## src/logic/rds_pkg.sv

```systemverilog
// rds_pkg: constants, types and carriers of the raw sample debug streamer.
// assumes one clock, the digital front end adc clock, drives all logic.

package rds_pkg;

  // ==========================================================================
  // port geometry
  localparam int unsigned LANES             = 4;
  localparam int unsigned SAMPLE_WIDTH      = 12;
  localparam int unsigned EDGES_PER_SAMPLE  = 3;
  localparam int unsigned SAMPLES_PER_FRAME = 4;
  localparam int unsigned FRAME_EDGES = EDGES_PER_SAMPLE * SAMPLES_PER_FRAME;
  localparam int unsigned FIFO_DEPTH        = 8;
  localparam int unsigned LEVEL_WIDTH       = 4;

  // ==========================================================================
  // rate derivation: one lane edge every ratio cycles of the adc clock
  localparam int unsigned ADC_CLOCK_MHZ = 400;
  localparam int unsigned RATE_400_MBPS = 400;
  localparam int unsigned RATE_320_MBPS = 320;
  localparam int unsigned RATE_200_MBPS = 200;
  localparam int unsigned RATE_160_MBPS = 160;
  localparam logic [3:0] RATIO_400 = 4'(ADC_CLOCK_MHZ * LANES / RATE_400_MBPS);
  localparam logic [3:0] RATIO_320 = 4'(ADC_CLOCK_MHZ * LANES / RATE_320_MBPS);
  localparam logic [3:0] RATIO_200 = 4'(ADC_CLOCK_MHZ * LANES / RATE_200_MBPS);
  localparam logic [3:0] RATIO_160 = 4'(ADC_CLOCK_MHZ * LANES / RATE_160_MBPS);

  // ==========================================================================
  // reset values
  localparam logic [3:0] EDGE_RESET  = 4'h0;
  localparam logic [1:0] SUB_RESET   = 2'h0;
  localparam logic [3:0] PHASE_RESET = 4'h0;

  typedef enum logic [1:0] {
    RDS_RATE_400 = 2'b00,
    RDS_RATE_320 = 2'b01,
    RDS_RATE_200 = 2'b10,
    RDS_RATE_160 = 2'b11
  } rds_rate_type;

  typedef enum logic [0:0] {
    RDS_IDLE = 1'b0,
    RDS_SEND = 1'b1
  } rds_mode_type;

  // pins of the raw sample debug port
  typedef struct packed {
    logic             bit_clock;
    logic             frame_marker;
    logic [LANES-1:0] debug_data_lane;
  } rds_pins_type;

  typedef struct packed {
    rds_mode_type            mode;
    logic [3:0]              ratio;
    logic [3:0]              phase;
    logic [3:0]              edge_index;
    logic [1:0]              sub;
    logic [SAMPLE_WIDTH-LANES-1:0] rest;
    rds_pins_type            pins;
  } rds_state_type;

endpackage : rds_pkg

```

## src/logic/rds_fifo.sv

```systemverilog
// rds_fifo: first-word-fall-through fifo with a registered head word.
// assumes the writer honours o_in_ready and the reader honours o_out_valid.

`timescale 1ns/1ps
`default_nettype none

module rds_fifo #(
  parameter int unsigned WIDTH = 12,
  parameter int unsigned DEPTH = 8
) (
  // clock and reset
  input  wire logic             i_clock,
  input  wire logic             i_reset,
  // filling side
  input  wire logic             i_in_valid,
  input  wire logic [WIDTH-1:0] i_in_data,
  output logic                  o_in_ready,
  // draining side
  output logic                  o_out_valid,
  output logic [WIDTH-1:0]      o_out_data,
  input  wire logic             i_out_ready,
  // words held, head register included
  output logic [$clog2(DEPTH+2)-1:0] o_level
);

  localparam int unsigned PW = $clog2(DEPTH);
  localparam int unsigned CW = $clog2(DEPTH+2);

  typedef struct packed {
    logic [PW-1:0]    wr_ptr;
    logic [PW-1:0]    rd_ptr;
    logic [CW-1:0]    count;
    logic             out_valid;
    logic [WIDTH-1:0] out_data;
  } rds_fifo_state_type;

  logic [WIDTH-1:0]   mem_reg [DEPTH];
  rds_fifo_state_type state_reg;
  rds_fifo_state_type state_next;
  logic               push;
  logic               pop;
  logic               load;

  // ==========================================================================
  // control
  always_comb begin
    state_next = state_reg;
    push = i_in_valid && (state_reg.count < CW'(DEPTH));
    pop  = state_reg.out_valid && i_out_ready;
    // head refills from storage on the same edge that it is taken, or on the next edge once it is empty
    load = (state_reg.count != '0) && (!state_reg.out_valid || pop);
    if (push) begin
      state_next.wr_ptr = state_reg.wr_ptr + PW'(1);
    end
    if (load) begin
      state_next.rd_ptr   = state_reg.rd_ptr + PW'(1);
      state_next.out_data = mem_reg[state_reg.rd_ptr];
    end
    state_next.count = state_reg.count + CW'(push) - CW'(load);
    state_next.out_valid = load || (state_reg.out_valid && !pop);
  end

  always_ff @(posedge i_clock) begin
    if (i_reset) begin
      state_reg <= '0;
    end else begin
      state_reg <= state_next;
    end
  end

  // storage holds no control state, so it needs no reset
  always_ff @(posedge i_clock) begin
    if (push) begin
      mem_reg[state_reg.wr_ptr] <= i_in_data;
    end
  end

  assign o_in_ready  = state_reg.count < CW'(DEPTH);
  assign o_out_valid = state_reg.out_valid;
  assign o_out_data  = state_reg.out_data;
  assign o_level     = state_reg.count + CW'(state_reg.out_valid);

endmodule : rds_fifo

`default_nettype wire

```

## src/logic/rds_streamer.sv

```systemverilog
// rds_streamer: serialises raw receive channel samples onto the four lane
// raw sample debug port with a continuous bit clock and a frame marker.
// assumes i_clock is the 400 MHz adc clock chosen for the digital front end
// and that samples arrive already in channel order.

`timescale 1ns/1ps
`default_nettype none

module rds_streamer (
  // clock and reset
  input  wire logic                                i_clock,
  input  wire logic                                i_reset,
  // configuration
  input  wire logic [1:0]                          i_rate_select,
  // sample input
  input  wire logic                                i_sample_valid,
  input  wire logic [rds_pkg::SAMPLE_WIDTH-1:0]    i_sample_data,
  output logic                                     o_sample_ready,
  // raw sample debug port
  output logic                                     o_bit_clock,
  output logic                                     o_frame_marker,
  output logic [rds_pkg::LANES-1:0]                o_debug_data_lane
);

  localparam int unsigned SW = rds_pkg::SAMPLE_WIDTH;
  localparam int unsigned LW = rds_pkg::LANES;

  rds_pkg::rds_state_type state_reg;
  rds_pkg::rds_state_type state_next;
  logic                   head_valid;
  logic [SW-1:0]          head_data;
  logic                   head_take;
  logic [3:0]             level;
  logic [3:0]             ratio_sel;
  logic                   launch;
  logic                   frame_ready;

  // ==========================================================================
  // sample buffer
  rds_fifo #(
    .WIDTH (SW),
    .DEPTH (rds_pkg::FIFO_DEPTH)
  ) u_fifo (
    .i_clock     (i_clock),
    .i_reset     (i_reset),
    .i_in_valid  (i_sample_valid),
    .i_in_data   (i_sample_data),
    .o_in_ready  (o_sample_ready),
    .o_out_valid (head_valid),
    .o_out_data  (head_data),
    .i_out_ready (head_take),
    .o_level     (level)
  );

  // ==========================================================================
  // rate select
  always_comb begin
    case (rds_pkg::rds_rate_type'(i_rate_select))
      rds_pkg::RDS_RATE_400: ratio_sel = rds_pkg::RATIO_400;
      rds_pkg::RDS_RATE_320: ratio_sel = rds_pkg::RATIO_320;
      rds_pkg::RDS_RATE_200: ratio_sel = rds_pkg::RATIO_200;
      rds_pkg::RDS_RATE_160: ratio_sel = rds_pkg::RATIO_160;
      default:               ratio_sel = rds_pkg::RATIO_400;
    endcase
  end

  // ==========================================================================
  // framing and serialising
  always_comb begin
    state_next = state_reg;
    head_take  = 1'b0;
    // data launch half an edge period before the clock toggles, so marker
    // and lanes are centred on each active edge
    launch = (state_reg.phase == rds_pkg::PHASE_RESET);
    // starting only while the clock is low makes the next toggle a rise
    frame_ready = (level >= 4'(rds_pkg::SAMPLES_PER_FRAME))
                  && head_valid && !state_reg.pins.bit_clock;

    // free running edge divider off the adc clock
    if (state_reg.phase == state_reg.ratio - 4'h1) begin
      state_next.phase = rds_pkg::PHASE_RESET;
    end else begin
      state_next.phase = state_reg.phase + 4'h1;
    end
    if (state_reg.phase == (state_reg.ratio >> 1)) begin
      state_next.pins.bit_clock = !state_reg.pins.bit_clock;
    end

    if (launch) begin
      case (state_reg.mode)
        rds_pkg::RDS_IDLE: begin
          // rate changes only take effect between frames
          state_next.ratio = ratio_sel;
          state_next.phase = 4'h1;
          if (frame_ready) begin
            head_take                  = 1'b1;
            state_next.mode            = rds_pkg::RDS_SEND;
            state_next.edge_index      = rds_pkg::EDGE_RESET;
            state_next.sub             = rds_pkg::SUB_RESET;
            state_next.pins.frame_marker = 1'b1;
            state_next.pins.debug_data_lane = head_data[SW-1 -: LW];
            state_next.rest            = head_data[SW-LW-1:0];
          end else begin
            state_next.pins.frame_marker    = 1'b0;
            state_next.pins.debug_data_lane = '0;
          end
        end
        rds_pkg::RDS_SEND: begin
          if (state_reg.edge_index ==
              4'(rds_pkg::FRAME_EDGES - 1)) begin
            state_next.ratio = ratio_sel;
            if (frame_ready) begin
              // back to back frame, clock is low again after twelve edges
              head_take                  = 1'b1;
              state_next.edge_index      = rds_pkg::EDGE_RESET;
              state_next.sub             = rds_pkg::SUB_RESET;
              state_next.pins.debug_data_lane = head_data[SW-1 -: LW];
              state_next.rest            = head_data[SW-LW-1:0];
            end else begin
              state_next.mode              = rds_pkg::RDS_IDLE;
              state_next.pins.frame_marker = 1'b0;
              state_next.pins.debug_data_lane = '0;
            end
          end else begin
            state_next.edge_index = state_reg.edge_index + 4'h1;
            if (state_reg.sub ==
                2'(rds_pkg::EDGES_PER_SAMPLE - 1)) begin
              // next channel only after all three nibbles went out
              head_take      = 1'b1;
              state_next.sub = rds_pkg::SUB_RESET;
              state_next.pins.debug_data_lane = head_data[SW-1 -: LW];
              state_next.rest = head_data[SW-LW-1:0];
            end else begin
              state_next.sub = state_reg.sub + 2'h1;
              state_next.pins.debug_data_lane =
                state_reg.rest[SW-LW-1 -: LW];
              state_next.rest = {state_reg.rest[SW-2*LW-1:0], {LW{1'b0}}};
            end
          end
        end
        default: begin
          state_next.mode = rds_pkg::RDS_IDLE;
        end
      endcase
    end
  end

  always_ff @(posedge i_clock) begin
    if (i_reset) begin
      state_reg       <= '0;
      state_reg.ratio <= rds_pkg::RATIO_400;
    end else begin
      state_reg <= state_next;
    end
  end

  // dedicated pins
  assign o_bit_clock       = state_reg.pins.bit_clock;
  assign o_frame_marker    = state_reg.pins.frame_marker;
  assign o_debug_data_lane = state_reg.pins.debug_data_lane;

endmodule : rds_streamer

`default_nettype wire

```

## config.mk

```make
export PLATFORM = sky130hd
export DESIGN_NAME = rds_streamer
export DESIGN_NICKNAME = d
export VERILOG_FILES = /design/src/logic/rds_pkg.sv /design/src/logic/rds_fifo.sv /design/src/logic/rds_streamer.sv
export SDC_FILE = /design/constraint.sdc
export NUM_CORES = 1
export LEC_CHECK = 0
export BUFFER_PORTS_ARGS = -buffer_cell sky130_fd_sc_hd__buf_2
export CAP_MARGIN = 20
export CORE_ASPECT_RATIO = 1.2
export CORE_MARGIN = 2
export CORE_UTILIZATION = 42
export DETAILED_ROUTE_END_ITERATION = 12
export GPL_TIMING_DRIVEN = 0
export PLACE_DENSITY = 0.57
export SLEW_MARGIN = 20
export SYNTH_ARGS = -nofsm -noshare
export SYNTH_HDL_FRONTEND = slang
export SYNTH_HIERARCHICAL = 1
export SYNTH_SLANG_ARGS = --single-unit
```

## constraint.sdc

```tcl
create_clock -name i_clock -period 3.5 [get_ports i_clock]
set_input_delay 0.525 -clock i_clock [delete_from_list [all_inputs] [get_ports i_clock]]
set_output_delay 0.525 -clock i_clock [all_outputs]
set_load 0.03 [all_outputs]
```

==> impl_metrics.py <==
metrics = {
    "hold_path": {
        "hp-start": "i_sample_data[0]",
        "min_to": "u_fifo/mem_reg[6][0]",
        "hp-class": "in -> reg",
        "hold-path-cell-count": 1,
    },
    "critical_path": {
        "r2r-start": "state_reg[21]",
        "slowest_stage": "fa_2",
        "worst_r2r_endpoint": "u_fifo/state_reg[14]",
        "cp.arrival_ps": 3570,
        "cpPeakStageDelay_ps": 430,
        "reg2reg_setup_slack_ps": 230,
        "r2r_cells": 17,
        "path_class": "reg -> reg",
        "crit_chain": "inv_1 -> ha_1 -> or3b_1 -> buf_2 -> a21oi_2 -> o2bb2a_2 -> buf_6 -> inv_1 -> nand2b_4 -> nand2_2 -> inv_2 -> buf_6 -> ha_1 -> inv_1 -> ha_1 -> fa_2 -> nor2b_1",
        "cp_max_fo": 10,
        "critPathCaptureType": "flop",
        "cp.required_ps": 3800,
        "startpoint_type": "flop",
    },
    "timing": {
        "grt_setup_unrepaired": "false",
        "worst_pin_slew_ps": 867.2,
        "max_slew_margin": 0.4212,
        "skew_ps": 9.961,
        "hold_viol_final": 0,
        "setup_tns_ps": 0,
        "finalCritPeriodShare": 0.9343,
        "final-setup-viol-count": 0,
        "fin_crit_ps": 3270,
        "finalMaxSlewViolations": 0,
        "max_freq_ghz": 0.3058,
    },
    "routing": {
        "post_drt_wl_per_cell_um": 16.51,
        "ant_nets": 0,
        "drt-initial-drc-count": 170,
        "drc": 0,
        "dr.pass1.iters": 4,
        "vias_per_cell": 5.096,
        "wl_mm": 11.85,
        "vias": 3659,
    },
    "clocking": {
        "cts_buffers": 17,
        "cts_max_level": 4,
        "postCtsHoldBufs": 0,
        "clkTransAtPathRegs_ps": 60,
        "cts_tree": "built",
        "clk_latency_ps": 420,
        "cts_buffer_depth": 2,
        "cts-root-buf": "clkbuf_16",
        "cts.sinks": 148,
    },
    "layout": {
        "largest_register_ffs": 96,
        "final_nets": 538,
        "fin_cells": 718,
        "antennaDiodeCount": 0,
        "syn2layout_area_growth_pct": 16.14,
        "final_cell_mix": "edfxtp_1, dfxtp_1, nor2_1, mux2i_1, buf_2",
        "stdcell_area_um2": 7247,
        "final_common_cell": "edfxtp_1",
        "drive_above_1_share": 0.2162,
    },
    "yosys": {
        "synth_area_um2": 6240,
        "yosysWarnings": 6,
        "syn_nets": 491,
        "synth_seq_cells": 148,
        "synth_seq_area_share": 0.6288,
        "syn_avg_cell_area_um2": 13.59,
        "synth.distinct_cells": 49,
        "synthCells": 459,
    },
    "global_routing": {
        "antenna_found_initial": 0,
        "overflow": 0,
        "grt_max_degree": 17,
        "grt_pass1_wl_mm": 19.18,
        "track_usage": 0.1645,
        "grt_pass1_vias": 3686,
    },
    "run_status": {
        "outcome": "finished clean",
    },
    "die": {
        "core_um2": 14470,
        "die_h_um": 137.5,
        "num_io_pins": 24,
        "die_w_um": 115.3,
        "start_util": 0.4311,
        "dieArea_um2": 15850,
        "num_rows": 48,
    },
    "pwr": {
        "peakVddDrop_v": 0.0003658,
        "p_leak_uw": 0.002547,
        "power_density_nw_per_um2": 752.5,
        "finalPower_uw": 5453,
    },
    "placement": {
        "dp_hpwl_mm": 8.038,
        "finalWeightedCongestion": 0.7816,
        "placed_cell_area_um2": 6645,
        "place_inst": 684,
        "portBuffers": 23,
    },
    "flow_run": {
        "drv_cap": 0,
    },
}
## cell families (layout without fill, tap and decap cells)
kind of cell | count (synthesis) | count (layout) | share of synthesized area
AOI/OAI and AO/OA | 72 | 72 | 0.08121
xor gates and xnor gates | 20 | 20 | 0.02807
adders and majority gates | 15 | 15 | 0.03128
buffers and inverters | 56 | 115 | 0.05214
DFF | 148 | 148 | 0.6288
muxes | 40 | 40 | 0.09304
and+or+nand+nor | 108 | 108 | 0.08542
## what timing repair did
item,in CTS,in global routing
buffers inserted,3,0
pin swaps,2,1
gates resized for setup,7,7
setup endpoints to repair,3,3
## worst max-delay path, delay by kind of cell (launching register included)
kind	cells	cell delay (ps)
buffers and inverters	7	740
AND/OR/NAND/NOR	4	650
adder cells (fa/ha/maj)	4	990
AO/OA/AOI/OAI	2	400
flip-flops	1	360
## area by class of cell
| class | instances | area (µm²) |
|---|---|---|
| fill | 1277 | 7227 |
| sequential | 148 | 3926 |
| multi-input combinational | 255 | 2039 |
| clock buffer | 17 | 425.4 |
| buffer | 37 | 266.5 |
| tap | 200 | 250.2 |
| timing repair buffer | 28 | 152.6 |
| clock inverter | 14 | 115.1 |
| inverter | 19 | 71.32 |
## per-layer routing
| layer | global-route usage | vias up | wire length, µm |
|---|---|---|---|
| li1 | - | 1796 | - |
| met1 | 0.1872 | 1800 | 5094 |
| met2 | 0.2951 | 50 | 6247 |
| met3 | 0.04179 | 13 | 350 |
| met4 | 0.06426 | 0 | 161 |
| met5 | 0 | - | 0 |
## through the flow
step                      setup slack, ps  utilization  hold WS [ps]
after floorplan                     247.8            -         440.7
after global placement             -290.4       0.4563         455.4
after detailed placement           -344.6       0.4591         465.8
after CTS                           44.86       0.4994         354.0
after global routing                27.24       0.5007         370.7
final                               230.1       0.5007         371.2
## worst max-delay path by stage
| stage | slack (ps) | from | endpoint |
|---|---|---|---|
| final | 230 | state_reg[21] | u_fifo/state_reg[14] |
| after global routing | 30 | state_reg[21] | u_fifo/state_reg[14] |
| after CTS | 40 | u_fifo/state_reg[13] | u_fifo/state_reg[15] |
| after detailed placement | -340 | u_fifo/state_reg[13] | u_fifo/state_reg[15] |
| after global placement | -290 | u_fifo/state_reg[13] | u_fifo/state_reg[15] |
| after floorplan | 250 | u_fifo/state_reg[13] | u_fifo/state_reg[15] |
## synthesized netlist by cell type (all sizes together)
library cell / number / area (µm²)
edfxtp: 96 / 2883
dfxtp: 52 / 1041
nor2: 37 / 138.9
mux2i: 28 / 280.3
buf: 26 / 212.7
inv: 19 / 71.32
nor3: 18 / 90.09
nand2: 17 / 63.81
a211oi: 14 / 105.1
a21oi: 14 / 73.82
ha: 14 / 175.2
o22ai: 14 / 87.58
xnor2: 13 / 113.9
mux4: 12 / 300.3
clkbuf: 11 / 41.29
nand2b: 9 / 56.30
xor2: 7 / 61.31
o21a: 5 / 37.54
o21ai: 5 / 25.02
o221a: 5 / 56.30
nand3: 4 / 20.02
nor2b: 4 / 25.02
nor4: 4 / 25.02
o32ai: 4 / 35.03
a31oi: 3 / 18.77
and2: 3 / 18.77
nand3b: 3 / 22.52
a32oi: 2 / 17.52
or3: 2 / 12.51
or3b: 2 / 17.52
a21o: 1 / 7.510
a2bb2oi: 1 / 8.760
and3b: 1 / 8.760
fa: 1 / 20.02
nor3b: 1 / 7.510
nor4b: 1 / 8.760
o211ai: 1 / 7.510
o2bb2a: 1 / 10.01
o31ai: 1 / 7.510
o41ai: 1 / 8.760
or2: 1 / 6.260
or4: 1 / 11.26
## power by group
group	total, µW	internal (µW)	leakage, µW	switching [µW]
registers	2230	2090	0.00130	146
logic	1570	735	0.00100	839
clock network	1640	964	0.000251	680
total	5450	3790	0.00255	1670
No activity file was read; power rests on OpenSTA's default activity.
